## config.mk

```make
export PLATFORM = sky130hd
export DESIGN_NAME = triangle_gradient_setup
export DESIGN_NICKNAME = d
export VERILOG_FILES = /design/src/logic/triangle_gradient_setup.v
export VERILOG_INCLUDE_DIRS = /design/src /design/src/inc
export SDC_FILE = /design/constraint.sdc
export NUM_CORES = 2
export LEC_CHECK = 0
export ABC_AREA = 1
export BUFFER_PORTS_ARGS = -buffer_cell sky130_fd_sc_hd__clkbuf_2
export CAP_MARGIN = 20
export CELL_PAD_IN_SITES_DETAIL_PLACEMENT = 1
export CELL_PAD_IN_SITES_GLOBAL_PLACEMENT = 2
export CORE_MARGIN = 1
export CORE_UTILIZATION = 37
export CTS_CLUSTER_SIZE = 14
export DETAILED_ROUTE_END_ITERATION = 16
export PLACE_DENSITY = 0.95
export SKIP_LAST_GASP = 1
export SLEW_MARGIN = 10
export SYNTH_ARGS = -nofsm -noshare
export SYNTH_HDL_FRONTEND = slang
export SYNTH_SLANG_ARGS = --single-unit
```

## constraint.sdc

```tcl
create_clock -name pclk -period 9.26 [get_ports pclk]
set_input_delay 2.315 -clock pclk [delete_from_list [all_inputs] [get_ports pclk]]
set_output_delay 2.315 -clock pclk [all_outputs]
set_load 0.1 [all_outputs]
```

## src/inc/gradient_map.vh

```
`ifndef GRADIENT_MAP_VH
`define GRADIENT_MAP_VH
// Register byte offsets
`define OFS_DEPTH_STEP_X_FIXED 12'h000
`define OFS_DEPTH_STEP_X_FLOAT 12'h004
`define OFS_TEXS_STEP_X_FIXED 12'h008
`define OFS_TEXT_STEP_X_FIXED 12'h00C
`define OFS_TEXS_STEP_X_FLOAT 12'h010
`define OFS_TEXT_STEP_X_FLOAT 12'h014
`define OFS_RECIPW_STEP_X_FIXED 12'h018
`define OFS_RECIPW_STEP_X_FLOAT 12'h01C
`define OFS_RED_STEP_Y_FIXED 12'h020
`define OFS_GREEN_STEP_Y_FIXED 12'h024
`define OFS_BLUE_STEP_Y_FIXED 12'h028
`define OFS_ALPHA_STEP_Y_FIXED 12'h02C
`define OFS_RED_STEP_Y_FLOAT 12'h030
`define OFS_GREEN_STEP_Y_FLOAT 12'h034
`define OFS_BLUE_STEP_Y_FLOAT 12'h038
`define OFS_ALPHA_STEP_Y_FLOAT 12'h03C
`define OFS_DEPTH_STEP_Y_FIXED 12'h040
`define OFS_DEPTH_STEP_Y_FLOAT 12'h044
`define OFS_TEXS_STEP_Y_FIXED 12'h048
`define OFS_TEXT_STEP_Y_FIXED 12'h04C
`define OFS_TEXS_STEP_Y_FLOAT 12'h050
`define OFS_TEXT_STEP_Y_FLOAT 12'h054
`define OFS_RECIPW_STEP_Y_FIXED 12'h058
`define OFS_RECIPW_STEP_Y_FLOAT 12'h05C
`define OFS_DRAW_TRIANGLE_FIXED 12'h060
`define OFS_DRAW_TRIANGLE_FLOAT 12'h064
// Own registers: readable state and step control
`define OFS_RASTER_STATUS 12'h080
`define OFS_STEP_CONTROL 12'h084
`define OFS_ACC_SELECT 12'h088
`define OFS_ACC_VALUE 12'h08C
// Fraction bits of each fixed-point format
`define FRAC_DEPTH 12
`define FRAC_TEX 18
`define FRAC_RECIPW 30
`define FRAC_COLOR 12
`define COLOR_MSB 23
`define ORIENT_BIT 31
// Step control fields
`define STEP_X_BIT 0
`define STEP_Y_BIT 1
`define STEP_NEG_BIT 2
`define STEP_DONE_BIT 3
// Accumulator indices
`define ACC_DEPTH 3'h0
`define ACC_TEXS 3'h1
`define ACC_TEXT 3'h2
`define ACC_RECIPW 3'h3
`define ACC_RED 3'h4
`define ACC_GREEN 3'h5
`define ACC_BLUE 3'h6
`define ACC_ALPHA 3'h7
`define GRAD_RESET 32'h0000_0000
`endif

```

## src/logic/triangle_gradient_setup.v

```verilog
// Notes on behaviour
// X steps add the X gradient going right, subtract going left.
// Y steps add the Y gradient going up in Y, subtract going down.
// Depth gradients are 32-bit two's complement 20.12.
// Texture S and T gradients are 32-bit two's complement 14.18.
// Reciprocal-W gradients are 32-bit two's complement 2.30.
// Colour Y gradients are 24-bit 12.12 in the low bits.
// Float gradients are converted to the same internal fixed form.
// Host pre-divides S and T gradients by W.
// Any write to either draw command starts one triangle.
// Host loads all triangle registers before the draw command.
// Command bit 31 gives orientation: 0 counter-clockwise, 1 clockwise.
// Command bits 30 to 0 are ignored.
// Host sorts vertices by Y and computes the signed area.
// Host must send a sign matching the vertices, else endless render.
// Host writes a dummy word to nonexistent texture unit 3.
// Host fences writes before and after the draw command.
// Vertex coordinates are 16-bit two's complement 12.4.
// Gradients keep their values across triangles until rewritten.
//
// Decided for this implementation: register access over APB and the register offsets.
`include "gradient_map.vh"
`timescale 1ns/1ns
`default_nettype none
module triangle_gradient_setup (
   // Clock and reset
   input wire pclk,
   input wire presetn,
   // APB slave
   input wire psel,
   input wire penable,
   input wire pwrite,
   input wire [11:0] paddr,
   input wire [31:0] pwdata,
   output wire pready,
   output reg [31:0] prdata,
   output wire pslverr,
   // Rasterizer stepping
   input wire step_x,
   input wire step_y,
   input wire step_neg,
   input wire raster_done,
   input wire [15:0] vertex_x,
   input wire [15:0] vertex_y,
   // Draw start and accumulators
   output reg draw_start,
   output reg orient_cw,
   output reg busy,
   output reg [31:0] depth_acc,
   output reg [31:0] texs_acc,
   output reg [31:0] text_acc,
   output reg [31:0] recipw_acc,
   output reg [23:0] red_acc,
   output reg [23:0] green_acc,
   output reg [23:0] blue_acc,
   output reg [23:0] alpha_acc,
   output reg [31:0] start_vertex
);

   ////////////////////////////////////////////////////////////////////////
   // IEEE single to signed fixed with given fraction bits; saturates.
   // Denormals flush to zero; NaN and infinity saturate by sign.
   function [31:0] flt2fix;
      input [31:0] f;
      input [5:0] frac;
      reg [8:0] sh;
      reg [55:0] mag;
      reg [31:0] res;
      integer e;
      begin
         sh = 9'h000;
         mag = 56'h00_0000_0000_0000;
         res = 32'h0000_0000;
         e = f[30:23] - 127 + frac - 23;
         if (f[30:23] == 8'h00) begin
            res = 32'h0000_0000;
         end else if (e > 7) begin
            res = f[31] ? 32'h8000_0000 : 32'h7FFF_FFFF;
         end else begin
            if (e >= 0) begin
               sh = e[8:0];
               mag = {32'h0000_0000, 1'b1, f[22:0]} << sh;
            end else if (e > -25) begin
               sh = 9'h000 - e[8:0];
               mag = {32'h0000_0000, 1'b1, f[22:0]} >> sh;
            end
            if (mag[55:31] != 25'h000_0000) begin
               res = f[31] ? 32'h8000_0000 : 32'h7FFF_FFFF;
            end else begin
               res = f[31] ? (~mag[31:0] + 32'h0000_0001) : mag[31:0];
            end
         end
         flt2fix = res;
      end
   endfunction

   // Add or subtract a gradient
   function [31:0] step_val;
      input [31:0] acc;
      input [31:0] grad;
      input neg;
      begin
         step_val = neg ? acc - grad : acc + grad;
      end
   endfunction

   // Colour step, kept to the 24-bit accumulator width
   function [23:0] step_col;
      input [23:0] acc;
      input [23:0] grad;
      input neg;
      reg [31:0] t;
      begin
         t = step_val({8'h00, acc}, {8'h00, grad}, neg);
         step_col = t[23:0];
      end
   endfunction

   ////////////////////////////////////////////////////////////////////////
   // Synchronise raster stepping inputs, which arrive from outside
   reg [3:0] step_s1_reg;
   reg [3:0] step_s2_reg;
   reg [3:0] step_d_reg;
   always @(posedge pclk or negedge presetn) begin
      if (!presetn) begin
         step_s1_reg <= 4'h0;
         step_s2_reg <= 4'h0;
         step_d_reg <= 4'h0;
      end else begin
         step_s1_reg <= {raster_done, step_neg, step_y, step_x};
         step_s2_reg <= step_s1_reg;
         step_d_reg <= step_s2_reg;
      end
   end
   // Edge detect on the second flop against a third; the first only feeds the second
   wire hw_x = step_s2_reg[0] & ~step_d_reg[0];
   wire hw_y = step_s2_reg[1] & ~step_d_reg[1];
   // Direction is a level, taken as it stands
   wire hw_neg = step_s2_reg[2];
   wire hw_done = step_s2_reg[3] & ~step_d_reg[3];

   ////////////////////////////////////////////////////////////////////////
   // APB decode; zero wait states, unmapped address gives error
   wire wr = psel & penable & pwrite;
   wire rd = psel & penable & ~pwrite;
   reg mapped;
   always @* begin
      case (paddr)
         `OFS_RASTER_STATUS: mapped = 1'b1;
         `OFS_STEP_CONTROL: mapped = 1'b1;
         `OFS_ACC_SELECT: mapped = 1'b1;
         `OFS_ACC_VALUE: mapped = 1'b1;
         default: mapped = (paddr <= `OFS_DRAW_TRIANGLE_FLOAT) && (paddr[1:0] == 2'b00);
      endcase
   end
   assign pready = 1'b1;
   assign pslverr = psel & penable & ~mapped;

   ////////////////////////////////////////////////////////////////////////
   // Gradient storage in internal fixed form; kept until rewritten
   reg [31:0] depth_step_x_fixed_reg;
   reg [31:0] texs_step_x_fixed_reg;
   reg [31:0] text_step_x_fixed_reg;
   reg [31:0] recipw_step_x_fixed_reg;
   reg [31:0] depth_step_y_fixed_reg;
   reg [31:0] texs_step_y_fixed_reg;
   reg [31:0] text_step_y_fixed_reg;
   reg [31:0] recipw_step_y_fixed_reg;
   reg [23:0] red_step_y_fixed_reg;
   reg [23:0] green_step_y_fixed_reg;
   reg [23:0] blue_step_y_fixed_reg;
   reg [23:0] alpha_step_y_fixed_reg;
   reg [2:0] acc_sel_reg;
   wire [31:0] c_fix = flt2fix(pwdata, 6'd`FRAC_COLOR);

   // X gradients
   always @(posedge pclk or negedge presetn) begin
      if (!presetn) begin
         depth_step_x_fixed_reg <= `GRAD_RESET;
         texs_step_x_fixed_reg <= `GRAD_RESET;
         text_step_x_fixed_reg <= `GRAD_RESET;
         recipw_step_x_fixed_reg <= `GRAD_RESET;
      end else if (wr) begin
         case (paddr)
            `OFS_DEPTH_STEP_X_FIXED: depth_step_x_fixed_reg <= pwdata;
            `OFS_DEPTH_STEP_X_FLOAT: depth_step_x_fixed_reg <= flt2fix(pwdata, 6'd`FRAC_DEPTH);
            `OFS_TEXS_STEP_X_FIXED: texs_step_x_fixed_reg <= pwdata;
            `OFS_TEXT_STEP_X_FIXED: text_step_x_fixed_reg <= pwdata;
            `OFS_TEXS_STEP_X_FLOAT: texs_step_x_fixed_reg <= flt2fix(pwdata, 6'd`FRAC_TEX);
            `OFS_TEXT_STEP_X_FLOAT: text_step_x_fixed_reg <= flt2fix(pwdata, 6'd`FRAC_TEX);
            `OFS_RECIPW_STEP_X_FIXED: recipw_step_x_fixed_reg <= pwdata;
            `OFS_RECIPW_STEP_X_FLOAT: recipw_step_x_fixed_reg <= flt2fix(pwdata, 6'd`FRAC_RECIPW);
            default: depth_step_x_fixed_reg <= depth_step_x_fixed_reg;
         endcase
      end
   end

   // Y gradients of depth, texture and reciprocal W
   always @(posedge pclk or negedge presetn) begin
      if (!presetn) begin
         depth_step_y_fixed_reg <= `GRAD_RESET;
         texs_step_y_fixed_reg <= `GRAD_RESET;
         text_step_y_fixed_reg <= `GRAD_RESET;
         recipw_step_y_fixed_reg <= `GRAD_RESET;
      end else if (wr) begin
         case (paddr)
            `OFS_DEPTH_STEP_Y_FIXED: depth_step_y_fixed_reg <= pwdata;
            `OFS_DEPTH_STEP_Y_FLOAT: depth_step_y_fixed_reg <= flt2fix(pwdata, 6'd`FRAC_DEPTH);
            `OFS_TEXS_STEP_Y_FIXED: texs_step_y_fixed_reg <= pwdata;
            `OFS_TEXT_STEP_Y_FIXED: text_step_y_fixed_reg <= pwdata;
            `OFS_TEXS_STEP_Y_FLOAT: texs_step_y_fixed_reg <= flt2fix(pwdata, 6'd`FRAC_TEX);
            `OFS_TEXT_STEP_Y_FLOAT: text_step_y_fixed_reg <= flt2fix(pwdata, 6'd`FRAC_TEX);
            `OFS_RECIPW_STEP_Y_FIXED: recipw_step_y_fixed_reg <= pwdata;
            `OFS_RECIPW_STEP_Y_FLOAT: recipw_step_y_fixed_reg <= flt2fix(pwdata, 6'd`FRAC_RECIPW);
            default: depth_step_y_fixed_reg <= depth_step_y_fixed_reg;
         endcase
      end
   end

   // Colour Y gradients; float saturation is at 32 bits, then truncated
   always @(posedge pclk or negedge presetn) begin
      if (!presetn) begin
         red_step_y_fixed_reg <= 24'h00_0000;
         green_step_y_fixed_reg <= 24'h00_0000;
         blue_step_y_fixed_reg <= 24'h00_0000;
         alpha_step_y_fixed_reg <= 24'h00_0000;
      end else if (wr) begin
         case (paddr)
            `OFS_RED_STEP_Y_FIXED: red_step_y_fixed_reg <= pwdata[`COLOR_MSB:0];
            `OFS_GREEN_STEP_Y_FIXED: green_step_y_fixed_reg <= pwdata[`COLOR_MSB:0];
            `OFS_BLUE_STEP_Y_FIXED: blue_step_y_fixed_reg <= pwdata[`COLOR_MSB:0];
            `OFS_ALPHA_STEP_Y_FIXED: alpha_step_y_fixed_reg <= pwdata[`COLOR_MSB:0];
            `OFS_RED_STEP_Y_FLOAT: red_step_y_fixed_reg <= c_fix[`COLOR_MSB:0];
            `OFS_GREEN_STEP_Y_FLOAT: green_step_y_fixed_reg <= c_fix[`COLOR_MSB:0];
            `OFS_BLUE_STEP_Y_FLOAT: blue_step_y_fixed_reg <= c_fix[`COLOR_MSB:0];
            `OFS_ALPHA_STEP_Y_FLOAT: alpha_step_y_fixed_reg <= c_fix[`COLOR_MSB:0];
            default: red_step_y_fixed_reg <= red_step_y_fixed_reg;
         endcase
      end
   end

   // Accumulator select
   always @(posedge pclk or negedge presetn) begin
      if (!presetn) begin
         acc_sel_reg <= 3'h0;
      end else if (wr && paddr == `OFS_ACC_SELECT) begin
         acc_sel_reg <= pwdata[2:0];
      end
   end

   ////////////////////////////////////////////////////////////////////////
   // Draw command and step sources
   wire cmd_wr = wr && (paddr == `OFS_DRAW_TRIANGLE_FIXED ||
                        paddr == `OFS_DRAW_TRIANGLE_FLOAT);
   wire sw_step = wr && (paddr == `OFS_STEP_CONTROL);
   wire do_x = hw_x | (sw_step & pwdata[`STEP_X_BIT]);
   wire do_y = hw_y | (sw_step & pwdata[`STEP_Y_BIT]);
   wire neg = sw_step ? pwdata[`STEP_NEG_BIT] : hw_neg;
   wire done = hw_done | (sw_step & pwdata[`STEP_DONE_BIT]);

   // One-cycle start pulse
   always @(posedge pclk or negedge presetn) begin
      if (!presetn) begin
         draw_start <= 1'b0;
      end else begin
         draw_start <= cmd_wr;
      end
   end

   // Orientation and busy; a new command wins over a same-cycle done
   always @(posedge pclk or negedge presetn) begin
      if (!presetn) begin
         orient_cw <= 1'b0;
         busy <= 1'b0;
      end else begin
         if (cmd_wr) begin
            // Only the sign is kept, remaining bits are dropped
            orient_cw <= pwdata[`ORIENT_BIT];
            busy <= 1'b1;
         end else if (done) begin
            busy <= 1'b0;
         end
      end
   end

   // Vertex is 12.4 two's complement, latched at draw start
   always @(posedge pclk or negedge presetn) begin
      if (!presetn) begin
         start_vertex <= 32'h0000_0000;
      end else if (cmd_wr) begin
         start_vertex <= {vertex_y, vertex_x};
      end
   end

   ////////////////////////////////////////////////////////////////////////
   // Accumulators; cleared at start since start values live elsewhere
   always @(posedge pclk or negedge presetn) begin
      if (!presetn) begin
         depth_acc <= 32'h0000_0000;
         texs_acc <= 32'h0000_0000;
         text_acc <= 32'h0000_0000;
         recipw_acc <= 32'h0000_0000;
      end else if (cmd_wr) begin
         depth_acc <= 32'h0000_0000;
         texs_acc <= 32'h0000_0000;
         text_acc <= 32'h0000_0000;
         recipw_acc <= 32'h0000_0000;
      end else if (busy && do_x) begin
         depth_acc <= step_val(depth_acc, depth_step_x_fixed_reg, neg);
         texs_acc <= step_val(texs_acc, texs_step_x_fixed_reg, neg);
         text_acc <= step_val(text_acc, text_step_x_fixed_reg, neg);
         recipw_acc <= step_val(recipw_acc, recipw_step_x_fixed_reg, neg);
      end else if (busy && do_y) begin
         depth_acc <= step_val(depth_acc, depth_step_y_fixed_reg, neg);
         texs_acc <= step_val(texs_acc, texs_step_y_fixed_reg, neg);
         text_acc <= step_val(text_acc, text_step_y_fixed_reg, neg);
         recipw_acc <= step_val(recipw_acc, recipw_step_y_fixed_reg, neg);
      end
   end

   // Colour accumulators; X steps leave colour alone, its X gradients sit
   // outside this block, and an X step in the same cycle wins over Y
   always @(posedge pclk or negedge presetn) begin
      if (!presetn) begin
         red_acc <= 24'h00_0000;
         green_acc <= 24'h00_0000;
         blue_acc <= 24'h00_0000;
         alpha_acc <= 24'h00_0000;
      end else if (cmd_wr) begin
         red_acc <= 24'h00_0000;
         green_acc <= 24'h00_0000;
         blue_acc <= 24'h00_0000;
         alpha_acc <= 24'h00_0000;
      end else if (busy && do_y && !do_x) begin
         red_acc <= step_col(red_acc, red_step_y_fixed_reg, neg);
         green_acc <= step_col(green_acc, green_step_y_fixed_reg, neg);
         blue_acc <= step_col(blue_acc, blue_step_y_fixed_reg, neg);
         alpha_acc <= step_col(alpha_acc, alpha_step_y_fixed_reg, neg);
      end
   end

   ////////////////////////////////////////////////////////////////////////
   // Read path; gradient and command registers are write-only
   reg [31:0] acc_mux;
   // Read data is taken in the setup cycle so it stands through the access
   wire rd_setup = psel & ~penable & ~pwrite;
   always @* begin
      case (acc_sel_reg)
         `ACC_DEPTH: acc_mux = depth_acc;
         `ACC_TEXS: acc_mux = texs_acc;
         `ACC_TEXT: acc_mux = text_acc;
         `ACC_RECIPW: acc_mux = recipw_acc;
         `ACC_RED: acc_mux = {8'h00, red_acc};
         `ACC_GREEN: acc_mux = {8'h00, green_acc};
         `ACC_BLUE: acc_mux = {8'h00, blue_acc};
         default: acc_mux = {8'h00, alpha_acc};
      endcase
   end
   always @(posedge pclk or negedge presetn) begin
      if (!presetn) begin
         prdata <= 32'h0000_0000;
      end else if (rd_setup) begin
         case (paddr)
            `OFS_RASTER_STATUS: prdata <= {30'h0000_0000, orient_cw, busy};
            `OFS_ACC_SELECT: prdata <= {29'h0000_0000, acc_sel_reg};
            `OFS_ACC_VALUE: prdata <= acc_mux;
            default: prdata <= 32'h0000_0000;
         endcase
      end
   end
   wire unused_rd = rd;

endmodule
`default_nettype wire

```

==> metrics <==
Power Density around 130 nW/um2; Final HPWL DP around 250,000 um; global-route wire length before repair between 400,000 and 500,000 um; initial antenna violation count 24; met1 wire length between 100,000 and 150,000 um; final hold viol count 0; Clock power frac 0.386; RSZ-0062 raised after global routing no; number of distinct library cells after synthesis 74; crit end category register; NetSw around 3.4 mW; nets about 11,000; final hold slack 0.363 ns; CP Data Required Time roughly 9.9 ns; initial core utilization 0.373; # Post-CTS Setup Buffers 0; H-tree levels 3; die height slightly above 400 um; post_cts resized 0; largest net degree at the start of global routing approximately 160; drt wl/cell ~26 um; final setup TNS 0 ns; grt total ovfl 0; share of cells above drive strength 1 0.0954; Met2 Wirelength ~140,000 um; Area Growth Syn to Fin 11.1%; max-slew violations 0; Clock transition at path regs ~0.060 ns; worst path bufs/invs 7; gpl congestion a little under 1; Longest Clk Path Bufs 3; Period minus WS final between 8 and 9 ns; status finished clean; P_int ~5.5 mW; Max Clk Rate 0.117 GHz; worst slew pin tran 1.25 ns; Syn Inst Count about 10,000; Switching Share 0.379; final period utilization 0.925; sequential-to-total area share from yosys stat 0.264; Vias between 70,000 and 80,000; Detailed Route Iter0 Violations about 8,000; later-pin clock latency in the skew report around 0.71 ns; skew final between 0.03 and 0.04 ns; most common cell after layout, fill and taps aside nand2_1; ys flop type dfrtp_1; normalized max-slew margin 0.156; Via density 5.91; vias in the first global route around 72,000; TritonCTS Sinks 657; DR top layer met5; row count 150; leakage between 30 and 40 nW; drt total wl 321,000 um; gr usage total 0.368; drt pass-1 iters 8; Critical Path Most Common Cell nand2_1; Startpoint Class input port; commonest non-fill, non-tap cells in the layout nand2_1 (3,117), inv_1 (948), nor2_1 (832), o21ai_0 (751), nand3_1 (723); CP max stage delay 0.43 ns; Post-synth EDFFs 0; WS Path Type input port to register; Routed Antenna Nets 0; VDD IR max 0.136 mV; slowest CP cell o21ai_0; CP top delay family compound AO/OA/AOI/OAI gates; sequential fraction of design power 0.330; clk root buf clkbuf_16; DRC 0; fillers between 20,000 and 25,000; worst min path class register to register; Mapped Area 62,200 um2; combinational power share 0.284; I/O pin total about 380; syn nets roughly 10,000; register bit total from synthesis 657; clock buffer count from CTS a little over 80; core area ~170,000 um2; critical path data arrival time slightly above 9 ns; Setup violations, final 0; Die ar. roughly 170,000 um2; syn avg cell area slightly above 6 um2; ys async rst share 1.00; largest fanout on the critical path between 80 and 90; cts hold-fix bufs 0; Synth Warn # 0; CTS tree built; met3 WL 26,600 um; chip width 412 um; PortBufs 376; number of max-cap violations 0
## power groups by stage
stage	logic, mW	registers [mW]	clock network (mW)
floorplan	1.51	3.03	0
global placement	2.39	2.97	0
detailed placement	2.44	2.97	0
CTS	2.45	2.92	3.43
global route	2.71	2.92	3.52
finish	2.51	2.92	3.41
## per-layer routing
layer  global-route usage  vias up
met4                0.191       14
met2                0.553     3194
met3               0.0617      649
li1                     -    33700
met1                0.505    36400
met5                    0        -
## final timing paths
kind,cells after the start,from,to,slack [ns]
max in group asynchronous,2,presetn,green_step_y_fixed_reg[22],6.16
max reg2reg,28,depth_step_x_fixed_reg[0],depth_acc[29],3.17
min reg2reg,0,step_s1_reg[1],step_s2_reg[1],0.36
min in group asynchronous,1,presetn,prdata[24],1.62
max,38,paddr[1],recipw_acc[29],0.70
min,0,step_s1_reg[1],step_s2_reg[1],0.36
## area by class of cell
type	instances	area [um2]	share of cell area
repair buffers	551	3310	0.0478
well taps	2204	2760	0.0399
flip-flops and latches	657	16400	0.238
inverters	1019	3850	0.0557
multi-input cells	7938	40100	0.579
diodes	5	12.5	0.000181
clock inverters	32	373	0.00539
clock buffers	115	2380	0.0344
## cells in the mapped netlist (all sizes together) (4+ instances only)
cell type / number / area share
nand2: 3195 / 0.20
inv: 993 / 0.060
o21ai: 969 / 0.079
nor2: 891 / 0.058
nand3: 757 / 0.064
dfrtp: 657 / 0.26
a21oi: 641 / 0.052
clkbuf: 285 / 0.017
ha: 263 / 0.053
o22ai: 232 / 0.023
nor3: 228 / 0.018
buf: 179 / 0.015
xor2: 150 / 0.021
nand4: 103 / 0.011
xnor2: 82 / 0.012
a31oi: 49 / 0.0050
or2: 42 / 0.0042
o211ai: 39 / 0.0047
nor4: 38 / 0.0038
o221ai: 30 / 0.0042
o31ai: 29 / 0.0035
o32ai: 27 / 0.0038
clkinv: 26 / 0.0016
nand3b: 23 / 0.0028
o21bai: 19 / 0.0024
and2: 18 / 0.0018
a32o: 12 / 0.0019
a21boi: 11 / 0.0013
a221oi: 11 / 0.0015
a211oi: 10 / 0.0012
o21a: 10 / 0.0012
fa: 8 / 0.0026
and3: 7 / 0.00070
o41ai: 7 / 0.00098
o2111ai: 6 / 0.00084
or3: 6 / 0.00060
a21o: 5 / 0.00060
a22oi: 4 / 0.00048
## through the flow
stage | cell area [um2] | cells | util | setup slack, ns | power (mW)
finish | 69200 | 12500 | 0.414 | 0.696 | 8.84
global route | 69200 | 12500 | 0.414 | 0.135 | 9.15
CTS | 69100 | 12500 | 0.414 | 0.950 | 8.80
detailed placement | 66400 | 12400 | 0.397 | 0.257 | 5.41
global placement | 66400 | 12400 | 0.397 | 0.432 | 5.36
floorplan | 62200 | 10100 | - | 0.820 | 4.54
## cells by family after synthesis
family / count (synthesis) / share of synthesized area
buffers and inverters: 1483 / 0.0943
other: 1 / 0.0000602
adders and majority gates: 271 / 0.0554
muxes: 3 / 0.000482
DFF: 657 / 0.264
xor gates and xnor gates: 232 / 0.0328
and+or+nand+nor: 5316 / 0.363
AOI/OAI and AO/OA: 2115 / 0.190
(Power assumes the default switching activity.)
